<file path="config.mk">
export PLATFORM = sky130hd
export DESIGN_NAME = gpib_listener_receive_dma
export DESIGN_NICKNAME = d
export VERILOG_FILES = /design/src/include/rx_pkg.sv /design/src/core/gpib_listener_receive_dma.sv
export SDC_FILE = /design/constraint.sdc
export NUM_CORES = 1
export LEC_CHECK = 0
export ABC_AREA = 0
export BUFFER_PORTS_ARGS = -buffer_cell sky130_fd_sc_hd__buf_2
export CORE_ASPECT_RATIO = 1.1
export CORE_MARGIN = 4
export CORE_UTILIZATION = 55
export CTS_CLUSTER_DIAMETER = 200
export DETAILED_ROUTE_END_ITERATION = 8
export PLACE_DENSITY = 0.84
export SLEW_MARGIN = 20
export SYNTH_ARGS = -nofsm -noshare
export SYNTH_HDL_FRONTEND = slang
export SYNTH_SLANG_ARGS = --single-unit
</file>
<file path="constraint.sdc">
create_clock -name pclk -period 4.25 [get_ports pclk]
set_input_delay 0.6375 -clock pclk [delete_from_list [all_inputs] [get_ports pclk]]
set_output_delay 0.6375 -clock pclk [all_outputs]
set_load 0.01 [all_outputs]
</file>
<file path="src/include/rx_pkg.sv">
// Package of register offsets, field positions, codes and timing for the listener receive block.
package rx_pkg;
    // ****************************************************************
    // Register byte offsets
    // ****************************************************************
    localparam logic [7:0] CTRL_OFF = 8'h00;
    localparam logic [7:0] CMD_OFF = 8'h04;
    localparam logic [7:0] COUNT_OFF = 8'h08;
    localparam logic [7:0] STATUS_OFF = 8'h0C;
    localparam logic [7:0] RXCNT_OFF = 8'h10;
    localparam logic [7:0] ADDR_OFF = 8'h14;
    localparam logic [7:0] TERM_OFF = 8'h18;
    localparam logic [7:0] IOTMO_OFF = 8'h1C;
    localparam logic [7:0] MSGTMO_OFF = 8'h20;
    localparam logic [7:0] DMACH_OFF = 8'h24;
    localparam logic [7:0] RDATA_OFF = 8'h28;
    localparam logic [7:0] WORD_OFF = 8'h2C;

    // ****************************************************************
    // Field positions
    // ****************************************************************
    localparam int CTRL_TERM_EN = 0;
    localparam int CTRL_TSEL_LO = 1;
    localparam int CTRL_CIC = 3;
    localparam int CMD_START_LO = 0;
    localparam int CMD_TALKER_LO = 8;
    localparam int ST_BUSY = 0;
    localparam int ST_DONE = 1;
    localparam int ST_CAUSE_LO = 4;
    localparam int ADDR_LA = 0;
    localparam int ADDR_TA = 1;
    localparam int ADDR_REN = 2;
    localparam int ADDR_TALKEN = 3;

    // Start codes written to the command register.
    localparam logic [1:0] OP_ENTER = 2'h1;
    localparam logic [1:0] OP_STRING = 2'h2;
    localparam logic [1:0] OP_ARRAY = 2'h3;

    // End causes reported in the status byte.
    localparam logic [2:0] END_NONE = 3'h0;
    localparam logic [2:0] END_EOI = 3'h1;
    localparam logic [2:0] END_TERM = 3'h2;
    localparam logic [2:0] END_FULL = 3'h3;
    localparam logic [2:0] END_IOTMO = 3'h4;
    localparam logic [2:0] END_MSGTMO = 3'h5;
    localparam logic [2:0] END_NOTADDR = 3'h6;

    localparam logic [7:0] CR_BYTE = 8'h0D;
    localparam logic [1:0] DMA_CH_LO = 2'h1;
    localparam logic [16:0] MAX_COUNT = 17'h10000;
    localparam logic [31:0] RESET_TERM = 32'h0D0A0A0D;

    // Timing: 50 MHz clock, one millisecond tick for the timeouts.
    localparam int CLK_HZ = 50000000;
    localparam int TICK_US = 1000;
    localparam int TICK_CYCLES = CLK_HZ / 1000000 * TICK_US;
    localparam int MSG_TMO_S = 10;
    localparam logic [15:0] MSG_TMO_TICKS = 16'(MSG_TMO_S * 1000000 / TICK_US);
    localparam logic [15:0] IO_TMO_TICKS = 16'h03E8;
endpackage

</file>
<file path="src/core/gpib_listener_receive_dma.sv">
// Listener receive engine with APB registers and a 32-bit word DMA request port.
//
// The register offsets and the APB interface to the registers were chosen for this implementation.
`timescale 1ns/1ns
`default_nettype none

module gpib_listener_receive_dma #(
    parameter int TICK_CYC = rx_pkg::TICK_CYCLES
) (
    // APB slave
    input wire logic pclk,
    input wire logic presetn,
    input wire logic psel,
    input wire logic penable,
    input wire logic pwrite,
    input wire logic [7:0] paddr,
    input wire logic [31:0] pwdata,
    output logic [31:0] prdata,
    output logic pready,
    output logic pslverr,
    // Received byte stream from the bus transceiver
    input wire logic byte_valid,
    input wire logic [7:0] byte_data,
    input wire logic byte_eoi,
    input wire logic listen_addressed_flag,
    input wire logic talk_addressed_flag,
    output logic byte_ready,
    // Bus addressing commands
    output logic listen_self,
    output logic talk_remote,
    output logic [4:0] talker_addr,
    output logic remote_enable,
    output logic untalk_unlisten,
    // Host DMA handshake
    output logic dma_request_line,
    input wire logic dma_ack,
    output logic [31:0] dma_word
);
    // ****************************************************************
    // State and registers
    // ****************************************************************
    typedef enum logic [1:0] {IDLE, RUN, FLUSH, FINISH} state_t;
    state_t state_q, state_d;
    logic [1:0] mode_q;
    logic term_en_q, cic_q;
    logic [1:0] tsel_q;
    logic [16:0] count_q;
    logic [16:0] rxcnt_q;
    logic [31:0] term_q;
    logic [15:0] iotmo_q, msgtmo_q;
    logic [7:0] dmach_q;
    logic [2:0] cause_q;
    logic done_q;
    logic [31:0] word_q;
    logic [1:0] lane_q;
    logic word_full_q;
    logic [15:0] io_ticks_q, msg_ticks_q;
    logic [31:0] tick_cnt_q;
    logic tick_q;
    logic [2:0] end_cause;

    // Picks one of the four terminator bytes from the packed setting.
    function automatic logic [7:0] term_byte(input logic [31:0] t, input logic [1:0] s);
        term_byte = t[8*s +: 8];
    endfunction

    // ****************************************************************
    // APB decode
    // ****************************************************************
    wire wr = psel && penable && pwrite;
    wire rd_setup = psel && !penable;
    wire wr_cmd = wr && paddr == rx_pkg::CMD_OFF;
    wire [1:0] start_op = pwdata[rx_pkg::CMD_START_LO +: 2];
    // Every mapped offset; any other address answers with an error.
    wire known = paddr == rx_pkg::CTRL_OFF
        || paddr == rx_pkg::CMD_OFF
        || paddr == rx_pkg::COUNT_OFF
        || paddr == rx_pkg::STATUS_OFF
        || paddr == rx_pkg::RXCNT_OFF
        || paddr == rx_pkg::ADDR_OFF
        || paddr == rx_pkg::TERM_OFF
        || paddr == rx_pkg::IOTMO_OFF
        || paddr == rx_pkg::MSGTMO_OFF
        || paddr == rx_pkg::DMACH_OFF
        || paddr == rx_pkg::RDATA_OFF
        || paddr == rx_pkg::WORD_OFF;
    wire dma_on = dmach_q >= 8'(rx_pkg::DMA_CH_LO) && dmach_q <= 8'h03;
    wire [7:0] status_byte = {1'b0, cause_q, 2'b00, done_q, state_q != IDLE};

    // Read mux; address flags come straight from the transceiver.
    logic [31:0] rmux;
    always_comb begin
        case (paddr)
            rx_pkg::CTRL_OFF: rmux = {28'h0, cic_q, tsel_q, term_en_q};
            rx_pkg::COUNT_OFF: rmux = {15'h0, count_q};
            rx_pkg::STATUS_OFF: rmux = {24'h0, status_byte};
            rx_pkg::RXCNT_OFF: rmux = {15'h0, rxcnt_q};
            rx_pkg::ADDR_OFF: rmux = {28'h0, talk_remote, remote_enable, talk_addressed_flag,
                listen_addressed_flag};
            rx_pkg::TERM_OFF: rmux = term_q;
            rx_pkg::IOTMO_OFF: rmux = {16'h0, iotmo_q};
            rx_pkg::MSGTMO_OFF: rmux = {16'h0, msgtmo_q};
            rx_pkg::DMACH_OFF: rmux = {24'h0, dmach_q};
            rx_pkg::WORD_OFF: rmux = dma_word;
            default: rmux = 32'h0;
        endcase
    end

    // Zero-wait slave: pready high in every access phase, error on unmapped.
    always_ff @(posedge pclk or negedge presetn) begin
        if (!presetn) begin
            prdata <= 32'h0;
            pslverr <= 1'b0;
        end else begin
            pslverr <= rd_setup && !known;
            if (rd_setup) begin
                prdata <= rmux;
            end
        end
    end
    // Registered like every other output; no wait state is ever inserted.
    always_ff @(posedge pclk or negedge presetn) begin
        if (!presetn) begin
            pready <= 1'b1;
        end else begin
            pready <= 1'b1;
        end
    end

    // ****************************************************************
    // Configuration registers
    // ****************************************************************
    // Writes land at the access edge only, so one transfer changes a register once.
    always_ff @(posedge pclk or negedge presetn) begin
        if (!presetn) begin
            term_en_q <= 1'b0;
            tsel_q <= 2'h0;
            cic_q <= 1'b0;
            count_q <= rx_pkg::MAX_COUNT;
            term_q <= rx_pkg::RESET_TERM;
            iotmo_q <= rx_pkg::IO_TMO_TICKS;
            msgtmo_q <= rx_pkg::MSG_TMO_TICKS;
            dmach_q <= 8'h0;
        end else if (wr) begin
            case (paddr)
                rx_pkg::CTRL_OFF: begin
                    term_en_q <= pwdata[rx_pkg::CTRL_TERM_EN];
                    tsel_q <= pwdata[rx_pkg::CTRL_TSEL_LO +: 2];
                    cic_q <= pwdata[rx_pkg::CTRL_CIC];
                end
                rx_pkg::COUNT_OFF: count_q <= (pwdata[16:0] > rx_pkg::MAX_COUNT) ? rx_pkg::MAX_COUNT
                    : pwdata[16:0];
                rx_pkg::TERM_OFF: term_q <= pwdata;
                rx_pkg::IOTMO_OFF: iotmo_q <= pwdata[15:0];
                rx_pkg::MSGTMO_OFF: msgtmo_q <= pwdata[15:0];
                rx_pkg::DMACH_OFF: dmach_q <= pwdata[7:0];
                default: ;
            endcase
        end
    end

    // ****************************************************************
    // Byte classification
    // ****************************************************************
    wire is_term = byte_data == term_byte(term_q, tsel_q);
    wire string_mode = mode_q != rx_pkg::OP_ARRAY;
    wire drop = string_mode && (byte_data == rx_pkg::CR_BYTE || is_term);
    // no byte value is special in array mode besides an enabled terminator
    wire term_hit = string_mode ? is_term : (term_en_q && is_term);
    wire take = state_q == RUN && byte_valid && byte_ready;
    wire store = take && !drop;
    wire [16:0] rx_next = rxcnt_q + 17'h1;

    // Millisecond tick divider for both timeouts.
    always_ff @(posedge pclk or negedge presetn) begin
        if (!presetn) begin
            tick_cnt_q <= 32'h0;
            tick_q <= 1'b0;
        end else begin
            tick_q <= tick_cnt_q == 32'(TICK_CYC - 1);
            tick_cnt_q <= (tick_cnt_q == 32'(TICK_CYC - 1)) ? 32'h0 : tick_cnt_q + 32'h1;
        end
    end

    // End cause in priority: address loss, terminator, EOI, count, timeouts; in array mode EOI beats the terminator.
    // Address loss wins, since bytes seen while unaddressed are not meant for us.
    always_comb begin
        end_cause = rx_pkg::END_NONE;
        if (state_q == RUN) begin
            if (mode_q != rx_pkg::OP_ENTER && !listen_addressed_flag) begin
                end_cause = rx_pkg::END_NOTADDR;
            end else if (take && byte_eoi && !(string_mode && term_hit)) begin
                end_cause = rx_pkg::END_EOI;
            end else if (take && term_hit) begin
                end_cause = rx_pkg::END_TERM;
            end else if (take && byte_eoi) begin
                end_cause = rx_pkg::END_EOI;
            end else if (store && rx_next >= count_q) begin
                end_cause = rx_pkg::END_FULL;
            end else if (tick_q && io_ticks_q >= iotmo_q) begin
                end_cause = rx_pkg::END_IOTMO;
            end else if (tick_q && dma_on && msg_ticks_q >= msgtmo_q) begin
                end_cause = rx_pkg::END_MSGTMO;
            end
        end
    end

    // ****************************************************************
    // Receive sequencer
    // ****************************************************************
    // A start while busy is ignored, so a stray write cannot cut a running receive.
    wire start_ok = wr_cmd && state_q == IDLE && start_op != 2'h0;
    wire start_ref = start_op == rx_pkg::OP_ENTER ? !cic_q : !listen_addressed_flag;
    // Next state; FLUSH waits until the host has taken a full pending word, but a partial word is flushed as it leaves.
    always_comb begin
        state_d = state_q;
        case (state_q)
            IDLE: begin
                if (start_ok && !start_ref) state_d = RUN;
            end
            RUN: begin
                if (end_cause != rx_pkg::END_NONE) state_d = FLUSH;
            end
            FLUSH: begin
                if (!word_full_q) state_d = FINISH;
            end
            FINISH: state_d = IDLE;
            default: state_d = IDLE;
        endcase
    end

    // The stored count and both timeout counters restart with every accepted start.
    always_ff @(posedge pclk or negedge presetn) begin
        if (!presetn) begin
            state_q <= IDLE;
            mode_q <= rx_pkg::OP_STRING;
            cause_q <= rx_pkg::END_NONE;
            done_q <= 1'b0;
            rxcnt_q <= 17'h0;
            io_ticks_q <= 16'h0;
            msg_ticks_q <= 16'h0;
        end else begin
            state_q <= state_d;
            if (start_ok) begin
                mode_q <= start_op;
                rxcnt_q <= 17'h0;
                io_ticks_q <= 16'h0;
                msg_ticks_q <= 16'h0;
                done_q <= start_ref;
                cause_q <= start_ref ? rx_pkg::END_NOTADDR : rx_pkg::END_NONE;
            end else if (state_q == RUN) begin
                if (store) rxcnt_q <= rx_next;
                io_ticks_q <= take ? 16'h0 : (tick_q ? io_ticks_q + 16'h1 : io_ticks_q);
                if (tick_q) msg_ticks_q <= msg_ticks_q + 16'h1;
                if (end_cause != rx_pkg::END_NONE) cause_q <= end_cause;
            end else if (state_q == FINISH) begin
                done_q <= 1'b1;
            end
        end
    end

    // ****************************************************************
    // Bus addressing outputs
    // ****************************************************************
    // Remote enable stays set once raised; only reset clears it.
    always_ff @(posedge pclk or negedge presetn) begin
        if (!presetn) begin
            listen_self <= 1'b0;
            talk_remote <= 1'b0;
            talker_addr <= 5'h0;
            remote_enable <= 1'b0;
            untalk_unlisten <= 1'b0;
        end else begin
            untalk_unlisten <= 1'b0;
            if (start_ok && !start_ref && start_op == rx_pkg::OP_ENTER) begin
                // self listen, instrument talk, remote enable
                listen_self <= 1'b1;
                talk_remote <= 1'b1;
                talker_addr <= pwdata[rx_pkg::CMD_TALKER_LO +: 5];
                remote_enable <= 1'b1;
            end else if (state_q == FINISH && mode_q == rx_pkg::OP_ENTER) begin
                listen_self <= 1'b0;
                talk_remote <= 1'b0;
                untalk_unlisten <= 1'b1;
            end
        end
    end

    // ****************************************************************
    // Word packing and DMA handshake
    // ****************************************************************
    // Back-pressure: the listener stalls while a packed word awaits the host.
    // Upper bytes of a flushed partial word are stale; the stored count tells how many hold data.
    wire word_take = dma_on ? (dma_request_line && dma_ack)
        : (psel && penable && !pwrite && paddr == rx_pkg::WORD_OFF);
    wire last_flush = state_q == FLUSH && lane_q != 2'h0 && !word_full_q;
    // Ready is worked out a cycle ahead, so the fourth byte of a word is the last one taken.
    always_ff @(posedge pclk or negedge presetn) begin
        if (!presetn) begin
            word_q <= 32'h0;
            lane_q <= 2'h0;
            word_full_q <= 1'b0;
            byte_ready <= 1'b0;
            dma_word <= 32'h0;
            dma_request_line <= 1'b0;
        end else begin
            byte_ready <= state_d == RUN && !word_full_q && !(store && lane_q == 2'h3);
            if (word_full_q && word_take) begin
                word_full_q <= 1'b0;
            end else if ((store && lane_q == 2'h3) || last_flush) begin
                word_full_q <= 1'b1;
            end
            if (store) begin
                word_q[8*lane_q +: 8] <= byte_data;
                lane_q <= lane_q + 2'h1;
                if (lane_q == 2'h3) dma_word <= {byte_data, word_q[23:0]};
            end else if (last_flush) begin
                dma_word <= word_q;
                lane_q <= 2'h0;
            end
            if (start_ok) begin
                word_q <= 32'h0;
                lane_q <= 2'h0;
            end
            dma_request_line <= dma_on && word_full_q && !word_take && !dma_request_line ? 1'b1
                : (dma_request_line && !dma_ack && word_full_q);
        end
    end
endmodule
`default_nettype wire

</file>
==> flow_metrics.env <==
export IMPL_worst_path_buf_inv=0
export IMPL_crit_type="flip-flop to flip-flop"
export IMPL_crit_top_cell="o211ai_1"
export IMPL_synth_cell_types=64
export IMPL_hold_violations=0
export IMPL_antenna_cells=0
export IMPL_hp_class="input pin to flip-flop"
export IMPL_critPathTopFamily="simple AND/OR/NAND/NOR gates"
export IMPL_htree_levels=1
export IMPL_nets=1606
export IMPL_endpoint_kind="flip-flop"
export IMPL_cts_setup_buffers=0
export IMPL_clock_sinks=293
export IMPL_yosysTopAreaCellShare=0.4618
export IMPL_core_area_mm2=0.02614
export IMPL_grt_pass1_vias=11569
export IMPL_dieArea_mm2=0.02928
export IMPL_clock_latency_ps=560
export IMPL_setup_violations=0
export IMPL_syn_inst=1364
export IMPL_rsz0062_at_grt="no"
export IMPL_start_util=0.5597
export IMPL_grt_overflow=0
export IMPL_cpPeakStageDelay_ps=450
export IMPL_viasPerCell=6.194
export IMPL_clockBufferDepth=3
export IMPL_tns_ps=0
export IMPL_rrSetupSlack_ps=280
export IMPL_first_pass_iters=8
export IMPL_clk_pin_slew_ps=60
export IMPL_vias=11558
export IMPL_worst_pin_slew_ps=1125
export IMPL_die_width_um=163.5
export IMPL_leakage_uw=0.007983
export IMPL_slew_headroom=0.2495
export IMPL_crit_path_max_fanout=7
export IMPL_synth_fp_nets=1479
export IMPL_antenna_found_initial=2
export IMPL_synth_area_top_cells="dfrtp_1 (46%), mux2_2 (6.7%), ha_1 (4.9%)"
export IMPL_ios=135
export IMPL_root_buffer="clkbuf_16"
export IMPL_drcViolationCount=0
export IMPL_async_flop_share=1.000
export IMPL_synth_edf_count=0
export IMPL_peakVddDrop_mv=0.3504
export IMPL_portBuffers=133
export IMPL_drive_above_1_share=0.2219
export IMPL_area_growth_pct=14.73
export IMPL_clock_skew_ps=23.14
export IMPL_die_height_um=179.1
export IMPL_ys_seq_elements=293
export IMPL_cp_data_required_time_ps=4690
export IMPL_fp_row_count=62
export IMPL_synth_common_cells="dfrtp_1 (270), nand2_1 (156), nor2_1 (97)"
export IMPL_final_util=0.6421
export IMPL_synth_avg_cell_area_um2=10.73
export IMPL_synth_seq_area_share=0.5031
export IMPL_netlist_area_mm2=0.01463
export IMPL_path_cells="ha_1 -> nand3_1 -> nor2_1 -> and3_1 -> nand2_1 -> nor3_1 -> xor2_1 -> ha_1 -> nand4_1 -> nor2_1 -> o31ai_1 -> o211ai_1 -> o211ai_1 -> o211ai_1 -> nand3_2 -> a31o_2"
export IMPL_grt_first_pass_wirelength_um=65080
export IMPL_grt_max_degree=131
export IMPL_finalMaxSlewViolations=0
export IMPL_drt_iter0_drc=1249
export IMPL_synthFlopType="dfrtp_1"
export IMPL_cp_arrival_ps=4410
export IMPL_synth_warnings=0
export IMPL_gp_congestion=0.9415
export IMPL_cp_start_kind="flip-flop"
export IMPL_cts_tree="done"
export IMPL_synth_most_common_cell="dfrtp_1"
export IMPL_finalWirelength_um=41430
export IMPL_finalCritPeriodShare=0.9350
export IMPL_synth_top_area_cell="dfrtp_1"
export IMPL_numCtsBuffers=30
export IMPL_fmax_mhz=251.7
export IMPL_ant_nets=0
export IMPL_period_minus_slack_ps=3974
export IMPL_p_per_area_mw_per_mm2=406.7
export IMPL_outcome="finished, final reports clean"
export IMPL_critPathSlowestCell="dfrtp_1"
export IMPL_grt_usage=0.2837
export IMPL_maxCapViolCount=0
export IMPL_wl_per_cell_um=22.20
export IMPL_hpwl_um=29540
==> power by group <==
| group | switching, uW | total (uW) | internal (uW) | leakage [uW] |
|---|---|---|---|---|
| Clock | 1100 | 2830 | 1740 | 0.000521 |
| Sequential | 206 | 3170 | 2960 | 0.00386 |
| Combinational | 494 | 831 | 338 | 0.00361 |
| Total | 1790 | 6830 | 5030 | 0.00798 |
==> state kept, by name (all words and copies together), names as in the netlist, 17 cells and up <==
signal / cells
word_q: 32
term_q: 32
rxcnt_q: 17
tick_cnt_q: 32
count_q: 17
dma_word: 32
prdata: 32
==> per-stage QoR <==
stage / hold WS (ps) / power [uW] / setup WS [ps] / cells / area, um^2
final: 311.9 / 6827 / 276.2 / 1866 / 16790
after global routing: 297.5 / 7099 / 13.03 / 1866 / 16790
after CTS: 235.1 / 6837 / 396.1 / 1864 / 16740
after detailed placement: 464.2 / 4015 / 439.6 / 1809 / 15670
after global placement: 456.4 / 3973 / 556.2 / 1809 / 15670
after floorplan: 341.9 / 3657 / 974.8 / 1364 / 14630
==> final cells by class <==
cell class                 count  area (um^2)
timing repair buffer         155        900.9
inverter                      60        225.2
fill                        1967         9356
tap                          352        440.4
sequential                   293         7361
multi-input combinational    951         6794
clock buffer                  43        839.6
clock inverter                12        225.2
==> routing by layer <==
metal | vias up | wire length, um | track usage | part of all wire
met1 | 5717 | 16560 | 0.3770 | 0.40
met4 | 4 | 1417 | 0.09717 | 0.034
met5 | - | 16 | 0 | 0.00039
met2 | 582 | 19960 | 0.4706 | 0.48
met3 | 104 | 3468 | 0.05496 | 0.084
li1 | 5151 | - | - | -
==> logic make-up (layout without fill, tap and decap cells) <==
| group | after synthesis | in the layout | share of synthesized area |
|---|---|---|---|
| AOI/OAI and AO/OA | 270 | 270 | 0.1311 |
| xor gates and xnor gates | 81 | 81 | 0.04849 |
| adders and majority gates | 57 | 57 | 0.04874 |
| buffers and inverters | 120 | 270 | 0.03455 |
| DFF | 293 | 293 | 0.5031 |
| muxes | 130 | 130 | 0.1035 |
| other | 1 | 1 | 0.0002563 |
| and+or+nand+nor | 412 | 412 | 0.1303 |
==> timing repair <==
item,in CTS,in global routing
resized for setup,0,0
hold endpoints to repair,0,12
endpoints found under the setup margin,0,0
hold buffers,0,1
==> cells in the final DEF, fill, tap and decap left out, types with 20 or more instances in the layout <==
cell	synthesis	layout
clkbuf_16	0	30
nand2_1	156	156
inv_1	60	60
xnor2_1	32	32
a22o_1	35	35
nand3_1	54	54
ha_1	57	57
dfstp_2	23	23
nor2_1	97	95
mux2_2	87	87
a22oi_1	52	52
xor2_1	49	49
buf_2	8	132
a21oi_1	21	21
o21ai_0	71	71
mux2_1	23	23
and3_1	23	23
nand4_1	20	20
dfrtp_1	270	270
==> path summary, 6_finish.rpt <==
kind	start	end	cells past startpoint
max	rxcnt_q[0]	state_q[0]	16
min	pwdata[26]	term_q[26]	2
max reg2reg	rxcnt_q[0]	state_q[0]	16
min reg2reg	prdata[12]	prdata[12]	2
max in group asynchronous	presetn	mode_q[1]	4
min in group asynchronous	presetn	talker_addr[2]	2
(Power assumes the default switching activity.)
